`src/cpu_regs_params.svh`:
```
// Offsets, field positions and reset values of the program register file
`ifndef CPU_REGS_PARAMS_SVH
`define CPU_REGS_PARAMS_SVH

// ==========================================
// Register offsets (byte addresses, word aligned)
`define RF_OFS_ACC 8'h00
`define RF_OFS_PAGE 8'h04
`define RF_OFS_IDX1 8'h08
`define RF_OFS_IDX2 8'h0C
`define RF_OFS_USP 8'h10
`define RF_OFS_HSP 8'h14
`define RF_OFS_PC 8'h18
`define RF_OFS_CC 8'h1C

// ==========================================
// Condition code bit positions
`define CC_CARRY 0
`define CC_OVFL 1
`define CC_ZERO 2
`define CC_NEG 3
`define CC_NMASK 4
`define CC_HALF 5
`define CC_FMASK 6
`define CC_ENTIRE 7

// ==========================================
// Reset values
`define RF_RST_PAGE 8'h00
`define RF_RST_CC 8'h50
`define RF_RST_WORD 16'h0000
`define RF_RST_BYTE 8'h00

`endif

```
`src/cpu_regs_pkg.sv`:
```
// Types shared by the program register file and its users
package cpu_regs_pkg;

  typedef enum logic [6:0] {
    ALU_ADD = 7'h01,
    ALU_ADC = 7'h02,
    ALU_SUB = 7'h04,
    ALU_SBC = 7'h08,
    ALU_CMP = 7'h10,
    ALU_NEG = 7'h20,
    ALU_LD = 7'h40
  } alu_kind_t;

  typedef enum logic [6:0] {
    ENT_NMI = 7'h01,
    ENT_FAST = 7'h02,
    ENT_NORM = 7'h04,
    ENT_RESET = 7'h08,
    ENT_TRAP1 = 7'h10,
    ENT_TRAP2 = 7'h20,
    ENT_TRAP3 = 7'h40
  } entry_kind_t;

  typedef enum logic [4:0] {
    BASE_IDX1 = 5'h01,
    BASE_IDX2 = 5'h02,
    BASE_USP = 5'h04,
    BASE_HSP = 5'h08,
    BASE_PC = 5'h10
  } base_sel_t;

endpackage

```
`src/cpu_program_registers.sv`:
```
// Programmer-visible registers and condition-code logic of the 8-bit core
`timescale 1ns/1ns
`include "cpu_regs_params.svh"

module cpu_program_registers (
  input wire logic clk_sys_i, // 100 MHz clock
  input wire logic rstn_i, // Synchronous reset, active low
  input wire logic ce_i, // Clock enable, freezes all state
  input wire logic hsel_i, // AHB select
  input wire logic [31:0] haddr_i, // AHB address
  input wire logic [1:0] htrans_i, // AHB transfer type
  input wire logic hwrite_i, // AHB write
  input wire logic [2:0] hsize_i, // AHB size, words only
  input wire logic [31:0] hwdata_i, // AHB write data
  input wire logic hready_i, // AHB bus ready
  output logic [31:0] hrdata_o, // AHB read data
  output logic hreadyout_o, // AHB slave ready
  output logic hresp_o, // AHB response, always OKAY
  input wire logic alu_go_i, // Accumulator operation strobe
  input wire cpu_regs_pkg::alu_kind_t alu_kind_i, // Operation
  input wire logic alu_wide_i, // Use 16-bit pair
  input wire logic alu_dst_low_i, // 8-bit target is low accumulator
  input wire logic [15:0] alu_opnd_i, // Second operand
  input wire logic dir_go_i, // Direct-mode address request
  input wire logic [7:0] dir_low_i, // Direct-mode low address byte
  input wire logic idx_go_i, // Indexed address request
  input wire cpu_regs_pkg::base_sel_t idx_base_i, // Base register
  input wire logic [15:0] idx_ofs_i, // Constant or register offset
  input wire logic [2:0] idx_step_i, // Signed base step, -4..+3
  input wire logic stk_go_i, // One-byte stack operation
  input wire logic stk_user_i, // 1: user stack, 0: hardware stack
  input wire logic stk_push_i, // 1: push, 0: pull
  input wire logic ent_go_i, // Exception entry strobe
  input wire cpu_regs_pkg::entry_kind_t ent_kind_i, // Exception kind
  input wire logic ret_go_i, // Interrupt return strobe
  input wire logic [7:0] ret_cc_i, // Stacked condition codes
  input wire logic pc_load_i, // Load program counter
  input wire logic [15:0] pc_value_i, // New program counter
  input wire logic pc_inc_i, // Advance program counter by one
  output logic [15:0] addr_o, // Effective address
  output logic [15:0] acc_pair_o, // Accumulator pair
  output logic [15:0] prog_counter_o, // Program counter
  output logic [7:0] cond_codes_o, // Condition codes
  output logic ret_entire_o // Return unstacks full register set
);
  import cpu_regs_pkg::*;

  // ==========================================
  // Storage
  logic [7:0] acc_high_q;
  logic [7:0] acc_low_q;
  logic [7:0] page_base_q;
  logic [15:0] ptr_q [4];
  logic [15:0] prog_counter_q;
  logic [7:0] cc_q;
  logic [7:0] wa_q;
  logic wr_ph_q;

  // Maps a byte address to one-hot register select
  function automatic logic [7:0] reg_hit(input logic [7:0] a);
    reg_hit = {a == `RF_OFS_CC, a == `RF_OFS_PC, a == `RF_OFS_HSP,
      a == `RF_OFS_USP, a == `RF_OFS_IDX2, a == `RF_OFS_IDX1,
      a == `RF_OFS_PAGE, a == `RF_OFS_ACC};
  endfunction

  // ==========================================
  // AHB-Lite slave, zero wait states
  logic addr_ph;
  logic [7:0] wsel;
  logic [7:0] rsel;
  logic [31:0] rd_d;
  assign addr_ph = hsel_i && htrans_i[1] && hready_i;
  assign wsel = wr_ph_q ? reg_hit(wa_q) : 8'h00;
  assign rsel = reg_hit(haddr_i[7:0]);

  always_comb
  begin
    rd_d = 32'h0000_0000;
    if (rsel[0]) rd_d[15:0] = {acc_high_q, acc_low_q};
    if (rsel[1]) rd_d[7:0] = page_base_q;
    if (rsel[2]) rd_d[15:0] = ptr_q[0];
    if (rsel[3]) rd_d[15:0] = ptr_q[1];
    if (rsel[4]) rd_d[15:0] = ptr_q[2];
    if (rsel[5]) rd_d[15:0] = ptr_q[3];
    if (rsel[6]) rd_d[15:0] = prog_counter_q;
    if (rsel[7]) rd_d[7:0] = cc_q;
    // A write still in its data phase lands only at the coming edge; pass
    // its data on so that a read straight behind it sees the new value
    if (wr_ph_q && wa_q == haddr_i[7:0])
    begin
      if (rsel[1] || rsel[7])
        rd_d = {24'h00_0000, hwdata_i[7:0]};
      else if (rsel != 8'h00)
        rd_d = {16'h0000, hwdata_i[15:0]};
    end
  end

  always_ff @(posedge clk_sys_i)
  begin
    if (!rstn_i)
    begin
      wr_ph_q <= 1'b0;
      wa_q <= 8'h00;
      hrdata_o <= 32'h0000_0000;
      hreadyout_o <= 1'b1;
      hresp_o <= 1'b0;
    end
    else if (ce_i)
    begin
      wr_ph_q <= addr_ph && hwrite_i;
      wa_q <= haddr_i[7:0];
      // Read data is taken in the address phase, with the bypass above
      if (addr_ph && !hwrite_i)
        hrdata_o <= rd_d;
    end
  end

  // ==========================================
  // Adder shared by all accumulator operations except ALU_LD
  logic is_sub;
  logic cin;
  logic [15:0] a_op;
  logic [15:0] b_op;
  logic [16:0] sum17;
  logic [15:0] low15;
  logic [8:0] sum9;
  logic [7:0] low7;
  logic [4:0] nib;
  logic [15:0] res;
  logic c_top;
  logic c_below;
  logic [7:0] dst8;

  assign dst8 = alu_dst_low_i ? acc_low_q : acc_high_q;
  assign is_sub = alu_kind_i inside {ALU_SUB, ALU_SBC, ALU_CMP, ALU_NEG};

  always_comb
  begin
    a_op = alu_wide_i ? {acc_high_q, acc_low_q} : {8'h00, dst8};
    b_op = alu_opnd_i;
    if (alu_kind_i == ALU_NEG)
    begin
      b_op = a_op;
      a_op = 16'h0000;
    end
    if (is_sub) b_op = ~b_op;
    case (alu_kind_i)
      ALU_ADC: cin = cc_q[`CC_CARRY];
      ALU_SBC: cin = ~cc_q[`CC_CARRY];
      ALU_SUB, ALU_CMP, ALU_NEG: cin = 1'b1;
      default: cin = 1'b0;
    endcase
  end

  assign sum17 = {1'b0, a_op} + {1'b0, b_op} + {16'h0000, cin};
  assign low15 = {1'b0, a_op[14:0]} + {1'b0, b_op[14:0]} + {15'h0000, cin};
  assign sum9 = {1'b0, a_op[7:0]} + {1'b0, b_op[7:0]} + {8'h00, cin};
  assign low7 = {1'b0, a_op[6:0]} + {1'b0, b_op[6:0]} + {7'h00, cin};
  assign nib = {1'b0, a_op[3:0]} + {1'b0, b_op[3:0]} + {4'h0, cin};

  always_comb
  begin
    if (alu_kind_i == ALU_LD)
      res = alu_opnd_i;
    else
      res = sum17[15:0];
    if (!alu_wide_i) res[15:8] = 8'h00;
    c_top = alu_wide_i ? sum17[16] : sum9[8];
    c_below = alu_wide_i ? low15[15] : low7[7];
  end

  // ==========================================
  // Accumulators
  always_ff @(posedge clk_sys_i)
  begin
    if (!rstn_i)
    begin
      acc_high_q <= `RF_RST_BYTE;
      acc_low_q <= `RF_RST_BYTE;
    end
    else if (ce_i)
    begin
      if (wsel[0])
        {acc_high_q, acc_low_q} <= hwdata_i[15:0];
      else if (alu_go_i && alu_kind_i != ALU_CMP)
      begin
        if (alu_wide_i)
          {acc_high_q, acc_low_q} <= res;
        else if (alu_dst_low_i)
          acc_low_q <= res[7:0];
        else
          acc_high_q <= res[7:0];
      end
    end
  end

  // ==========================================
  // Direct page base
  always_ff @(posedge clk_sys_i)
  begin
    if (!rstn_i)
      page_base_q <= `RF_RST_PAGE;
    else if (ce_i && wsel[1])
      page_base_q <= hwdata_i[7:0];
  end

  // ==========================================
  // Pointer registers: index one, index two, user and hardware stack
  genvar gi;
  generate
    for (gi = 0; gi < 4; gi++)
    begin : g_ptr
      logic stk_hit;
      assign stk_hit = stk_go_i && (gi >= 2) && (stk_user_i == (gi == 2));
      always_ff @(posedge clk_sys_i)
      begin
        if (!rstn_i)
          ptr_q[gi] <= `RF_RST_WORD;
        else if (ce_i)
        begin
          if (wsel[2 + gi])
            ptr_q[gi] <= hwdata_i[15:0];
          else if (stk_hit)
            ptr_q[gi] <= stk_push_i ? ptr_q[gi] - 16'h0001
                                    : ptr_q[gi] + 16'h0001;
          else if (idx_go_i && idx_base_i[gi])
            ptr_q[gi] <= ptr_q[gi] + {{13{idx_step_i[2]}}, idx_step_i};
        end
      end
    end
  endgenerate

  // ==========================================
  // Program counter
  always_ff @(posedge clk_sys_i)
  begin
    if (!rstn_i)
      prog_counter_q <= `RF_RST_WORD;
    else if (ce_i)
    begin
      if (wsel[6])
        prog_counter_q <= hwdata_i[15:0];
      else if (pc_load_i)
        prog_counter_q <= pc_value_i;
      else if (pc_inc_i)
        prog_counter_q <= prog_counter_q + 16'h0001;
    end
  end

  // ==========================================
  // Address output
  logic [15:0] base;
  logic [15:0] stepped;
  always_comb
  begin
    case (idx_base_i)
      BASE_IDX1: base = ptr_q[0];
      BASE_IDX2: base = ptr_q[1];
      BASE_USP: base = ptr_q[2];
      BASE_HSP: base = ptr_q[3];
      BASE_PC: base = prog_counter_q;
      default: base = 16'h0000;
    endcase
  end
  // A negative step is a pre-decrement and addresses the new value
  assign stepped = idx_step_i[2] ? base + {13'h1FFF, idx_step_i} : base;

  always_ff @(posedge clk_sys_i)
  begin
    if (!rstn_i)
      addr_o <= `RF_RST_WORD;
    else if (ce_i)
    begin
      if (dir_go_i)
        addr_o <= {page_base_q, dir_low_i};
      else if (stk_go_i)
        addr_o <= (stk_user_i ? ptr_q[2] : ptr_q[3])
                  - (stk_push_i ? 16'h0001 : 16'h0000);
      else if (idx_go_i)
        addr_o <= stepped + idx_ofs_i;
    end
  end

  // ==========================================
  // Condition codes
  always_ff @(posedge clk_sys_i)
  begin
    if (!rstn_i)
    begin
      cc_q <= `RF_RST_CC;
      ret_entire_o <= 1'b0;
    end
    else if (ce_i)
    begin
      if (wsel[7])
        cc_q <= hwdata_i[7:0];
      else if (ret_go_i)
      begin
        cc_q <= ret_cc_i;
        ret_entire_o <= ret_cc_i[`CC_ENTIRE];
      end
      else if (ent_go_i)
      begin
        cc_q[`CC_ENTIRE] <= (ent_kind_i != ENT_FAST);
        if (ent_kind_i inside {ENT_NMI, ENT_FAST, ENT_NORM, ENT_RESET,
                               ENT_TRAP1})
          cc_q[`CC_NMASK] <= 1'b1;
        if (ent_kind_i inside {ENT_NMI, ENT_FAST, ENT_RESET, ENT_TRAP1})
          cc_q[`CC_FMASK] <= 1'b1;
      end
      else if (alu_go_i)
      begin
        cc_q[`CC_ZERO] <= (res == 16'h0000);
        cc_q[`CC_NEG] <= alu_wide_i ? res[15] : res[7];
        if (alu_kind_i == ALU_LD)
          cc_q[`CC_OVFL] <= 1'b0;
        else
        begin
          cc_q[`CC_OVFL] <= c_top ^ c_below;
          cc_q[`CC_CARRY] <= is_sub ? ~c_top : c_top;
        end
        // half carry on byte adds only
        if (!alu_wide_i && alu_kind_i inside {ALU_ADD, ALU_ADC})
          cc_q[`CC_HALF] <= nib[4];
      end
    end
  end

  assign acc_pair_o = {acc_high_q, acc_low_q};
  assign prog_counter_o = prog_counter_q;
  assign cond_codes_o = cc_q;

  // ==========================================
  // Checks
  logic core_ok;
  assign core_ok = ce_i && !wr_ph_q;
endmodule

```
`config.mk`:
```
export PLATFORM = sky130hd
export DESIGN_NAME = cpu_program_registers
export DESIGN_NICKNAME = d
export VERILOG_FILES = /design/src/cpu_regs_pkg.sv /design/src/cpu_program_registers.sv
export VERILOG_INCLUDE_DIRS = /design/src
export SDC_FILE = /design/constraint.sdc
export NUM_CORES = 1
export LEC_CHECK = 0
export BUFFER_PORTS_ARGS = -buffer_cell sky130_fd_sc_hd__buf_2
export CELL_PAD_IN_SITES_DETAIL_PLACEMENT = 1
export CELL_PAD_IN_SITES_GLOBAL_PLACEMENT = 1
export CORE_UTILIZATION = 43
export CTS_CLUSTER_SIZE = 16
export DETAILED_ROUTE_END_ITERATION = 6
export PLACE_DENSITY_LB_ADDON = 0.05
export REMOVE_ABC_BUFFERS = 1
export SLEW_MARGIN = 20
export SYNTH_ARGS = -nofsm -noshare
export SYNTH_HDL_FRONTEND = slang
export SYNTH_SLANG_ARGS = --single-unit
```
`constraint.sdc`:
```
create_clock -name clk_sys_i -period 7 [get_ports clk_sys_i]
set_input_delay 1.05 -clock clk_sys_i [delete_from_list [all_inputs] [get_ports clk_sys_i]]
set_output_delay 1.05 -clock clk_sys_i [all_outputs]
set_load 0.02 [all_outputs]
```
* Word level (Yosys, flattened, before mapping)
Memory sizes are Yosys's and may differ from the RTL's.
Index checks and enable logic that the tools add are counted.
** Storage, ports and cells
- Logic and storage cells :: 254
- Output and inout bits :: 91
- Bits in writable memories :: 64
- Input bits :: 173
- Memories :: 1
- Flip-flop bits (word level) :: 106
** Memory list
- ptr_q :: words 4, bits a word 16, rd ports 4, clocked after memory_dff 0, wr ports 4, line cpu_program_registers.sv:53 : logic [15:0] ptr_q [4];
** Operators by class
- Eq/ne operators :: 37
- Add/subtract/negate cells :: 22
- Bitwise operators :: 16
- Muxes and demuxes :: 116
- Reductions and logical operators :: 47
** Operators by type and width (count)
- $mux W16 :: 34
- $mux W8 :: 15
- $add A16 B16 Y16 :: 6
- $pmux W16 S5 :: 1
- $eq A8 B5 Y1 const B :: 8
- $mux W1 :: 62
- $add A16 B1 Y16 const B :: 3
- $eq A8 B4 Y1 const B :: 4
- $sub A16 B1 Y16 const B :: 2
- $reduce_bool A3 Y1 :: 8
- $reduce_and A3 Y1 :: 6
- $add A16 B16 Y17 :: 1
- $add A17 B1 Y17 :: 1
- $add A15 B15 Y16 :: 1
- $add A16 B1 Y16 :: 1
- $eq A8 B3 Y1 const B :: 2
- $logic_not A16 Y1 :: 1
- $logic_not A8 Y1 :: 2
- $not A16 Y16 :: 1
- $sub A16 B1 Y16 :: 1
- $eq A7 B1 Y1 const B :: 2
- $eq A7 B2 Y1 const B :: 2
- $eq A7 B3 Y1 const B :: 2
- $eq A7 B4 Y1 const B :: 2
- other kinds (36) :: 70

* Longest topological paths before layout
Gate-level depths: netlist of the first run.
- Word-level depth :: 15
- Mapped depth :: 25

* Worst setup path before layout of the first run
Ideal clock, no wire load.
- Kind :: input port to flip-flop
- From :: input alu_kind_i[1]
- To :: register cc_q[2], in the netlist cond_codes_o[2]
- Data arrival time :: 5.651 ns
- Stages :: 18
- Setup time :: 0.069 ns
- Slack :: 1.280 ns
- Cells stage by stage :: or3_1 > or3_1 > nor3b_1 > clkbuf_1 > mux2i_1 > xor2_1 > fa_1 > inv_1 > fa_1 > a211oi_1 > nor2_1 > o221a_2 > or4b_1 > a31oi_2 > xor2_1 > o21ai_1 > or4_1 > o21ai_1
** Between the ends
- Word-level cells in the longest chain between the ends :: 13
** RTL lines
- from (decl) :: line cpu_program_registers.sv:20 : input wire cpu_regs_pkg::alu_kind_t alu_kind_i,
- $eq A7 B6 Y1 :: line cpu_program_registers.sv:135, cpu_program_registers.sv:141, cpu_program_registers.sv:147
- $mux W16 :: line cpu_program_registers.sv:141 : if (alu_kind_i == ALU_NEG)
- $not A16 Y16 :: line cpu_program_registers.sv:146 : if (is_sub) b_op = ~b_op;
- $mux W16 :: line cpu_program_registers.sv:146
- $add A16 B16 Y17 :: line cpu_program_registers.sv:155 : assign sum17 = {1'b0, a_op} + {1'b0, b_op} + {16'h0000, cin};
- $add A17 B1 Y17 :: line cpu_program_registers.sv:155
- $mux W16 (*) :: line cpu_program_registers.sv:163 : if (alu_kind_i == ALU_LD)
- $mux W8 :: line cpu_program_registers.sv:167 : if (!alu_wide_i) res[15:8] = 8'h00;
- $logic_not A16 Y1 (*) :: line cpu_program_registers.sv:313 : cc_q[`CC_ZERO] <= (res == 16'h0000);
- $mux W4 (*) :: line cpu_program_registers.sv:311 : else if (alu_go_i)
- $mux W4 (*) :: line cpu_program_registers.sv:302 : else if (ent_go_i)
- $mux W8 (*) :: line cpu_program_registers.sv:297 : else if (ret_go_i)
- $mux W8 (*) :: line cpu_program_registers.sv:295 : if (wsel[7])
- to (signal assigned) :: line cpu_program_registers.sv:296 : cc_q <= hwdata_i[7:0];
- to (signal assigned) :: line cpu_program_registers.sv:299 : cc_q <= ret_cc_i;
- to (signal, indexed assignment) :: line cpu_program_registers.sv:304 : cc_q[`CC_ENTIRE] <= (ent_kind_i != ENT_FAST);
- to (decl) :: line cpu_program_registers.sv:55 : logic [7:0] cc_q;
Every way passes the cells marked *; elsewhere a longest branch is shown, timed or not. The select of a mux whose other input is x is not followed.
A chain may end at the register's enable or synchronous reset.

* Final worst setup path of the first run
Ends and elaborated chain as after synthesis.

==> results_tabular.tex, run 1 <==
\begin{tabular}{lr}
\hline
Metric & Value \\
\hline
\multicolumn{2}{l}{\textbf{STA}} \\
Total of endpoints with negative setup slack in the final report & 0 \\
Remaining max-slew budget at the tightest pin & 28.3\% \\
Final clock period utilization by the worst path & 81.9\% \\
Min Clock Period, post-route & 5.74 ns \\
Setup repair after global routing missed its margin & no \\
Max Clock Freq & 0.174 GHz \\
Setup TNS & 0 ns \\
Count of pins over their slew limit & 0 \\
Final Hold Fails & 0 \\
Slew at the pin with the worst max-slew slack & 1.07 ns \\
Setup skew after layout & 0.0185 ns \\
\multicolumn{2}{l}{\textbf{Die}} \\
Number of core rows & 70 \\
Horizontal die dimension & 195 microns \\
Placeable core area & 36700 sq um \\
Area enclosed by the die boundary & 38100 sq um \\
Die H & 195 microns \\
Initial Utilization & 43.8\% \\
\# IOs & 264 \\
\multicolumn{2}{l}{\textbf{Logic synthesis}} \\
Count of unique library cells instantiated by Yosys & 81 \\
Ys flop type & sky130\_fd\_sc\_hd\_\_dfxtp\_1 \\
FF+latch count, synth & 154 \\
Area contributors post-synth & sky130\_fd\_sc\_hd\_\_edfxtp\_1, sky130\_fd\_sc\_hd\_\_dfxtp\_1, sky130\_fd\_sc\_hd\_\_ha\_1 \\
Number of cells produced by synthesis & 2051 \\
Library cell with the largest summed area after synthesis & sky130\_fd\_sc\_hd\_\_edfxtp\_1 \\
Synth Cell Area & 16100 sq um \\
Per-instance average area after synthesis & 7.83 sq um \\
Most used standard cells in the synthesized netlist & sky130\_fd\_sc\_hd\_\_nand2\_1, sky130\_fd\_sc\_hd\_\_o21ai\_0, sky130\_fd\_sc\_hd\_\_nor2\_1 \\
Post-synthesis async set-or-reset flop share & 0\% \\
Share of Yosys cell area claimed by the top area cell type & 12.0\% \\
Yosys Warn Count & 0 \\
Number of enable-type register cells in the synthesized netlist & 64 \\
Most frequent cell after synthesis & sky130\_fd\_sc\_hd\_\_nand2\_1 \\
Register area share after synthesis & 23.2\% \\
\multicolumn{2}{l}{\textbf{Clocking}} \\
Setup Fix Bufs, Post-CTS & 0 \\
Largest buffer count on any clock path & 2 \\
Clock tree from TritonCTS & yes \\
Clock transition at the registers of the reported paths & 0.07 ns \\
Clock sink count & 154 \\
CTS resizes & 0 \\
Clock latency at the later pin of the worst-skew pair & 0.47 ns \\
Clock buffer count from CTS & 17 \\
Buffer cell driving the clock tree root & sky130\_fd\_sc\_hd\_\_clkbuf\_16 \\
Post-cts hold buffer count & 0 \\
H-tree depth reported by CTS & 4 \\
\multicolumn{2}{l}{\textbf{Detailed routing}} \\
Number of DRC violations after detailed routing & 0 \\
Number of vias after detailed routing & 17.2k \\
WL/cell & 26.1 microns \\
Vias per Instance & 6.44 \\
Remaining antenna violation count & 0 \\
Wire length reported by the detailed router & 69.6 mm \\
Drt first-iter violations & 1445 \\
Iteration count of the initial detailed-routing pass & 6 \\
\multicolumn{2}{l}{\textbf{Placement}} \\
Final Wtd Congestion & 0.985 \\
Placed insts & 2637 \\
Placed standard-cell area & 17400 sq um \\
HPWL reported at the end of detailed placement & 52.4 mm \\
Count of port buffers added during placement & 201 \\
\multicolumn{2}{l}{\textbf{Power and ir drop}} \\
Worst IR Drop VDD & 0.185 mV \\
Logic pwr share & 33.8\% \\
Total power density per cell area & 177 nW/um\^{}2 \\
Sequential group share of total power & 34.7\% \\
Cell leakage power & 0.00773 uW \\
Switching share of power & 38.9\% \\
Int Pwr & 1940 uW \\
Total power & 3180 uW \\
Power spent charging and discharging nets & 1230 uW \\
Clk network pwr share & 31.5\% \\
\multicolumn{2}{l}{\textbf{Layout}} \\
Final std cells w/o fill & 2672 \\
Sequential Area & 3720 sq um \\
Multi-input gate area in the final layout & 11700 sq um \\
Fillcell total & 4618 \\
Total number of nets in the final design & 2498 \\
Final design area excluding fillers & 18000 sq um \\
Area Growth Syn to Fin & 12.0\% \\
Fraction of final layout cells sized beyond drive strength 1 & 13.2\% \\
\multicolumn{2}{l}{\textbf{Critical path}} \\
Reg-to-reg critical path startpoint & ptr\_q[2][1] \\
WS Path Type & input port to register \\
Startpoint class of the critical path & input port \\
Capturing element type of the critical path & register \\
Reg-to-reg setup timing slack & 1.91 ns \\
Maximum cell stage delay along the critical path & 0.55 ns \\
CP delay by family, top & simple AND/OR/NAND/NOR gates \\
Buffers \& Inverters on Critical Path & 2 \\
Cells along the critical path & buf\_2 > or3\_1 > or3\_1 > nor3b\_1 > mux2i\_1 > xor2\_1 > fa\_1 > inv\_1 > fa\_1 > a211oi\_1 > nor2\_1 > o221a\_2 > or4b\_1 > a31oi\_2 > xor2\_1 > o21ai\_1 > or4\_1 > o21ai\_1 \\
Required arrival time at the worst endpoint & 7.39 ns \\
Crit-path slowest cell & sky130\_fd\_sc\_hd\_\_nor3b\_1 \\
Startpoint of the worst setup timing path & alu\_kind\_i[1] \\
Arrival time at the worst endpoint & 6.12 ns \\
Maximum fanout along the worst path & 5 \\
\multicolumn{2}{l}{\textbf{Global routing}} \\
Maximum number of pins on one net before global-route repair & 49 \\
Antenna violations before repair & 2 \\
GR Util All Layers & 36.3\% \\
Global-route wire length before repair & 105 mm \\
Global route total overflow & 0 \\
Via count of the first global-routing pass & 16.8k \\
\multicolumn{2}{l}{\textbf{Flow run}} \\
MaxCap Viol Count & 0 \\
\multicolumn{2}{l}{\textbf{Hold path}} \\
Class of the most critical hold timing path & register to register \\
Hold Crit Start & addr\_o[1] \\
\multicolumn{2}{l}{\textbf{Outcome}} \\
Result of the run & completed \\
\hline
\end{tabular}
## cell families after synthesis
family	count (synthesis)	synth area share [%]
AOI/OAI and AO/OA	660	27.2
DFF	154	23.2
and+or+nand+nor	698	21.0
buffers and inverters	174	4.56
adders and majority gates	137	11.1
xor gates and xnor gates	155	8.45
muxes	71	4.46
other	2	0.0468
## placed cells by master, fill, tap and decap left out, types with 23 or more instances in the layout
cell type / count
sky130_fd_sc_hd__nor2_1: 158
sky130_fd_sc_hd__nor2b_1: 45
sky130_fd_sc_hd__buf_2: 201
sky130_fd_sc_hd__o211ai_1: 32
sky130_fd_sc_hd__or3_1: 30
sky130_fd_sc_hd__nand2b_1: 29
sky130_fd_sc_hd__o211a_1: 23
sky130_fd_sc_hd__a31oi_1: 26
sky130_fd_sc_hd__inv_1: 46
sky130_fd_sc_hd__dfxtp_1: 90
sky130_fd_sc_hd__mux2i_1: 66
sky130_fd_sc_hd__a21oi_1: 150
sky130_fd_sc_hd__edfxtp_1: 64
sky130_fd_sc_hd__nor3_1: 58
sky130_fd_sc_hd__xor2_1: 67
sky130_fd_sc_hd__buf_4: 28
sky130_fd_sc_hd__a22oi_1: 28
sky130_fd_sc_hd__nand3_1: 57
sky130_fd_sc_hd__nand2_1: 207
sky130_fd_sc_hd__a21o_1: 27
sky130_fd_sc_hd__and3_1: 41
sky130_fd_sc_hd__xnor2_1: 88
sky130_fd_sc_hd__ha_1: 127
sky130_fd_sc_hd__o21ai_0: 164
## routing by layer
layer  vias up  share of wire (%)  track usage, %
li1       7879                  -               -
met1      8583                 44            48.8
met2       636                 46            58.6
met3       109                6.8            4.91
met4         2                3.3            14.6
met5         -              0.020               0
## final cells by class
| cell class | count | share of cell area, % |
|---|---|---|
| Clock inverter | 12 | 0.695 |
| Multi-Input combinational cell | 1739 | 65.0 |
| Sequential cell | 154 | 20.7 |
| Antenna cell | 3 | 0.0417 |
| Clock buffer | 20 | 2.60 |
| Timing Repair Buffer | 229 | 6.76 |
| Inverter | 47 | 0.980 |
| Tap cell | 468 | 3.25 |
## worst paths after layout
| kind | endpoint | depth (start not counted) |
|---|---|---|
| max reg2reg | addr_o[14] | 21 |
| min reg2reg | addr_o[1] | 2 |
| min | addr_o[1] | 2 |
| max | cond_codes_o[2] | 18 |
## registers in the layout, summed over array words and instances (netlist names)
name and cells:
prog_counter_o 16, cond_codes_o 8, acc_high_q 8, ptr_q 64, acc_low_q 8, addr_o 16, wa_q 8, ret_entire_o 1
hrdata_o 16, wr_ph_q 1, page_base_q 8
## power by group through the flow
stage / clock network (uW) / logic, uW / registers (uW)
after floorplan: 0 / 676 / 1090
after global placement: 0 / 1010 / 1120
after detailed placement: 0 / 1050 / 1120
after CTS: 1000 / 1060 / 1100
after global routing: 1030 / 1170 / 1100
final: 1000 / 1070 / 1100
## metrics by stage
stage          setup slack [ns]  hold WS [ns]  utilization [%]
2_1_floorplan              1.04         0.441                -
3_3_place_gp              0.962         0.451             47.4
3_5_place_dp              0.918         0.458             47.4
4_1_cts                    1.36         0.468             49.0
5_1_grt                   0.886         0.491             49.0
6_report                   1.26         0.464             49.0
## worst register-to-register path, stage by stage, from the launching register on
cell and delay (ns):
sky130_fd_sc_hd__edfxtp_1 0.56, sky130_fd_sc_hd__a22oi_1 0.22, sky130_fd_sc_hd__nand2_1 0.07, sky130_fd_sc_hd__a221oi_1 0.49
sky130_fd_sc_hd__inv_1 0.10, sky130_fd_sc_hd__ha_1 0.29, sky130_fd_sc_hd__a21o_1 0.16, sky130_fd_sc_hd__a21oi_1 0.28
sky130_fd_sc_hd__nor3b_1 0.23, sky130_fd_sc_hd__nand4_1 0.25, sky130_fd_sc_hd__nor2_1 0.21, sky130_fd_sc_hd__xnor2_1 0.20
sky130_fd_sc_hd__ha_1 0.26, sky130_fd_sc_hd__a21o_1 0.11, sky130_fd_sc_hd__nand2b_1 0.10, sky130_fd_sc_hd__a21oi_1 0.05
sky130_fd_sc_hd__nor3b_1 0.27, sky130_fd_sc_hd__o21bai_1 0.13, sky130_fd_sc_hd__a21boi_0 0.21, sky130_fd_sc_hd__mux2_2 0.36
sky130_fd_sc_hd__a211o_1 0.30, sky130_fd_sc_hd__a21boi_0 0.16
(Power assumes the default switching activity.)
==> inputs of run 2 (changes only) <==
--- a/config.mk
+++ b/config.mk
@@ -6,10 +6,11 @@
 export SDC_FILE = /design/constraint.sdc
 export NUM_CORES = 1
 export LEC_CHECK = 0
+export ABC_AREA = 1
 export BUFFER_PORTS_ARGS = -buffer_cell sky130_fd_sc_hd__buf_2
 export CELL_PAD_IN_SITES_DETAIL_PLACEMENT = 1
 export CELL_PAD_IN_SITES_GLOBAL_PLACEMENT = 1
-export CORE_UTILIZATION = 43
+export CORE_UTILIZATION = 38
 export CTS_CLUSTER_SIZE = 16
 export DETAILED_ROUTE_END_ITERATION = 6
 export PLACE_DENSITY_LB_ADDON = 0.05
==> constraint.sdc (replaced) <==
create_clock -name clk_sys_i -period 4.9 [get_ports clk_sys_i]
set_input_delay 0.735 -clock clk_sys_i [delete_from_list [all_inputs] [get_ports clk_sys_i]]
set_output_delay 0.735 -clock clk_sys_i [all_outputs]
set_load 0.02 [all_outputs]
==> results_tabular.tex, run 2 <==
\begin{tabular}{lr}
\hline
Metric & Value \\
\hline
\multicolumn{2}{l}{\textbf{Placement}} \\
Final Wtd Congestion & 0.996 (was 0.985) \\
Count of port buffers added during placement & 201 (unchanged) \\
HPWL reported at the end of detailed placement & 62.8 mm (was 52.4 mm) \\
Placed insts & 3271 (was 2637) \\
\multicolumn{2}{l}{\textbf{Critical path}} \\
Capturing element type of the critical path & register (unchanged) \\
Maximum cell stage delay along the critical path & 0.34 ns (was 0.55 ns) \\
Arrival time at the worst endpoint & 4.96 ns (was 6.12 ns) \\
Buffers \& Inverters on Critical Path & 6 (was 2) \\
Required arrival time at the worst endpoint & 5.32 ns (was 7.39 ns) \\
CP delay by family, top & simple AND/OR/NAND/NOR gates (unchanged) \\
Maximum fanout along the worst path & 13 (was 5) \\
WS Path Type & input port to register (unchanged) \\
Startpoint class of the critical path & input port (unchanged) \\
Crit-path slowest cell & sky130\_fd\_sc\_hd\_\_nor4\_4 (was sky130\_fd\_sc\_hd\_\_nor3b\_1) \\
Cell repeated most along the worst path & sky130\_fd\_sc\_hd\_\_nand2\_1 \\
\multicolumn{2}{l}{\textbf{Clocking}} \\
CTS resizes & 0 (unchanged) \\
Clock latency at the later pin of the worst-skew pair & 0.49 ns (was 0.47 ns) \\
Clock buffer count from CTS & 17 (unchanged) \\
Post-cts hold buffer count & 0 (unchanged) \\
H-tree depth reported by CTS & 4 (unchanged) \\
Clock transition at the registers of the reported paths & 0.07 ns (about the same) \\
Buffer cell driving the clock tree root & sky130\_fd\_sc\_hd\_\_clkbuf\_16 (unchanged) \\
Largest buffer count on any clock path & 2 (unchanged) \\
Clock tree from TritonCTS & yes (unchanged) \\
Clock sink count & 154 (unchanged) \\
Setup Fix Bufs, Post-CTS & 0 (unchanged) \\
\multicolumn{2}{l}{\textbf{Global routing}} \\
Maximum number of pins on one net before global-route repair & 53 (was 49) \\
Most Crowded Layer GR & met2 (unchanged) \\
Met3 Resource Use GR & 4.57\% (was 4.91\%) \\
Global-route wire length before repair & 116 mm (was 105 mm) \\
GR Layer Usage met2 & 57.7\% (was 58.6\%) \\
Via count of the first global-routing pass & 18.9k (was 16.8k) \\
Met1 Resource Use GR & 46.4\% (was 48.8\%) \\
GR Util All Layers & 35.0\% (was 36.3\%) \\
Antenna violations before repair & 4 (was 2) \\
Global route total overflow & 0 (unchanged) \\
\multicolumn{2}{l}{\textbf{STA}} \\
Setup TNS & 0 ns (unchanged) \\
Setup skew after layout & 0.0110 ns (was 0.0185 ns) \\
Total of endpoints with negative setup slack in the final report & 0 (unchanged) \\
Final clock period utilization by the worst path & 92.7\% \\
Final Hold Fails & 0 (unchanged) \\
Setup repair after global routing missed its margin & no (unchanged) \\
Min Clock Period, post-route & 4.54 ns \\
Remaining max-slew budget at the tightest pin & 36.2\% (was 28.3\%) \\
Count of pins over their slew limit & 0 (unchanged) \\
Max Clock Freq & 0.220 GHz \\
Slew at the pin with the worst max-slew slack & 0.953 ns (was 1.07 ns) \\
\multicolumn{2}{l}{\textbf{Layout}} \\
Most frequent standard cell in the layout excluding fill and tap cells & sky130\_fd\_sc\_hd\_\_nand2\_1 (unchanged) \\
Final std cells w/o fill & 3306 (was 2672) \\
Total number of nets in the final design & 3015 (was 2498) \\
Area Growth Syn to Fin & 14.9\% (was 12.0\%) \\
Max reg flops & 64 (unchanged) \\
Final core utilization & 44.2\% (was 49.0\%) \\
Top reg by flops & ptr\_q (unchanged) \\
Top library cells by usage in the layout, fill and taps aside & sky130\_fd\_sc\_hd\_\_nand2\_1, sky130\_fd\_sc\_hd\_\_inv\_1, sky130\_fd\_sc\_hd\_\_a21oi\_1 (was sky130\_fd\_sc\_hd\_\_nand2\_1, sky130\_fd\_sc\_hd\_\_buf\_2, sky130\_fd\_sc\_hd\_\_o21ai\_0) \\
Fraction of final layout cells sized beyond drive strength 1 & 13.9\% (was 13.2\%) \\
\multicolumn{2}{l}{\textbf{Detailed routing}} \\
Number of DRC violations after detailed routing & 0 (unchanged) \\
Vias per Instance & 5.78 (was 6.44) \\
WL/cell & 23.5 microns (was 26.1 microns) \\
Drt first-iter violations & 1524 (was 1445) \\
Number of vias after detailed routing & 19.1k (was 17.2k) \\
Iteration count of the initial detailed-routing pass & 5 (was 6) \\
Wire length reported by the detailed router & 77.7 mm (was 69.6 mm) \\
Remaining antenna violation count & 0 (unchanged) \\
\multicolumn{2}{l}{\textbf{Die}} \\
Horizontal die dimension & 211 microns (was 195 microns) \\
\# IOs & 264 (unchanged) \\
Die H & 211 microns (was 195 microns) \\
Initial Utilization & 38.4\% (was 43.8\%) \\
Number of core rows & 76 (was 70) \\
Area enclosed by the die boundary & 44300 sq um (was 38100 sq um) \\
Placeable core area & 43000 sq um (was 36700 sq um) \\
\multicolumn{2}{l}{\textbf{Logic synthesis}} \\
Per-instance average area after synthesis & 6.63 sq um (was 7.83 sq um) \\
Share of Yosys cell area claimed by the top area cell type & 11.6\% (was 12.0\%) \\
Synth Cell Area & 16500 sq um (was 16100 sq um) \\
Count of unique library cells instantiated by Yosys & 61 (was 81) \\
Yosys Warn Count & 0 (unchanged) \\
Ys flop type & sky130\_fd\_sc\_hd\_\_dfxtp\_1 (unchanged) \\
Number of enable-type register cells in the synthesized netlist & 64 (unchanged) \\
Most used standard cells in the synthesized netlist & sky130\_fd\_sc\_hd\_\_nand2\_1, sky130\_fd\_sc\_hd\_\_inv\_1, sky130\_fd\_sc\_hd\_\_a21oi\_1 (was sky130\_fd\_sc\_hd\_\_nand2\_1, sky130\_fd\_sc\_hd\_\_o21ai\_0, sky130\_fd\_sc\_hd\_\_nor2\_1) \\
Register area share after synthesis & 22.5\% (was 23.2\%) \\
Library cell with the largest summed area after synthesis & sky130\_fd\_sc\_hd\_\_edfxtp\_1 (unchanged) \\
Area contributors post-synth & sky130\_fd\_sc\_hd\_\_edfxtp\_1, sky130\_fd\_sc\_hd\_\_nand2\_1, sky130\_fd\_sc\_hd\_\_dfxtp\_1 (was sky130\_fd\_sc\_hd\_\_edfxtp\_1, sky130\_fd\_sc\_hd\_\_dfxtp\_1, sky130\_fd\_sc\_hd\_\_ha\_1) \\
Number of cells produced by synthesis & 2493 (was 2051) \\
Post-synthesis async set-or-reset flop share & 0\% (unchanged) \\
Most frequent cell after synthesis & sky130\_fd\_sc\_hd\_\_nand2\_1 (unchanged) \\
FF+latch count, synth & 154 (unchanged) \\
\multicolumn{2}{l}{\textbf{Hold path}} \\
Class of the most critical hold timing path & register to register (unchanged) \\
\multicolumn{2}{l}{\textbf{Flow run}} \\
MaxCap Viol Count & 0 (unchanged) \\
\multicolumn{2}{l}{\textbf{Power and ir drop}} \\
Cell leakage power & 0.00867 uW (was 0.00773 uW) \\
Worst IR Drop VDD & 0.233 mV (was 0.185 mV) \\
Total power density per cell area & 246 nW/um\^{}2 (was 177 nW/um\^{}2) \\
\multicolumn{2}{l}{\textbf{Outcome}} \\
Result of the run & completed (unchanged) \\
\hline
\end{tabular}
run 2: kinds of logic (layout without fill, tap and decap cells):
| kind of cell | count (synthesis) | after routing | share of synthesized area (%) |
|---|---|---|---|
| AO/OA/AOI/OAI | 707 | 707 | 24.5 |
| XOR/XNOR | 95 | 95 | 5.04 |
| adder cells (fa/ha/maj) | 137 | 137 | 10.8 |
| buffers and inverters | 391 | 599 | 9.91 |
| flip-flops | 154 | 154 | 22.5 |
| multiplexers | 2 | 2 | 0.121 |
| other | 2 | 22 | 0.0455 |
| AND/OR/NAND/NOR | 1005 | 1005 | 27.0 |
run 2: path summary, 6_finish.rpt:
path                               startpoint    endpoint  slack (ns)  cells past startpoint
worst min-delay path                addr_o[7]   addr_o[7]        0.47                      2
worst min register to register      addr_o[7]   addr_o[7]        0.47                      2
worst max-delay path            idx_base_i[4]  addr_o[14]        0.36                     28
worst max register to register    ptr_q[3][1]  addr_o[14]        0.53                     28
run 2: per-stage QoR:
step | total power [uW] | worst slack [ns] | hold slack, ns | cell area, sq um
final | 4670 | 0.357 | 0.470 | 19000
after global routing | 4910 | 0.0337 | 0.486 | 19000
after CTS | 4680 | 0.404 | 0.472 | 19000
after detailed placement | 3230 | -0.126 | 0.462 | 18400
after global placement | 3190 | -0.0857 | 0.453 | 18400
after floorplan | 2550 | 0.443 | 0.504 | 16000
run 2: worst reg2reg max path, delay by kind of cell, from the launching register on:
family,cells,cell delay (ns)
adder cells (fa/ha/maj),2,0.64
flip-flops,1,0.54
buffers and inverters,4,0.57
AND/OR/NAND/NOR,15,1.71
AO/OA/AOI/OAI,6,0.58
XOR/XNOR,1,0.20
run 2: routing by layer:
layer  wire length [microns]  vias up
met5                       0        -
li1                        -     9047
met4                    2640        0
met3                    4470      124
met2                   36100      637
met1                   34500     9309
run 2: power breakdown:
group	switching, uW	leakage, uW	internal, uW	total (uW)
clock network	654	0.000298	791	1440
registers	120	0.00140	1420	1540
logic	1110	0.00697	586	1690
run 2: final cells by class:
type,count,area (sq um)
antenna,4,10.0
clock buffer,21,503
clock inverter,10,101
fill,5808,24000
inverter,290,1090
multi-input combinational,1964,11200
sequential,154,3720
tap,585,732
timing repair buffer,278,1580
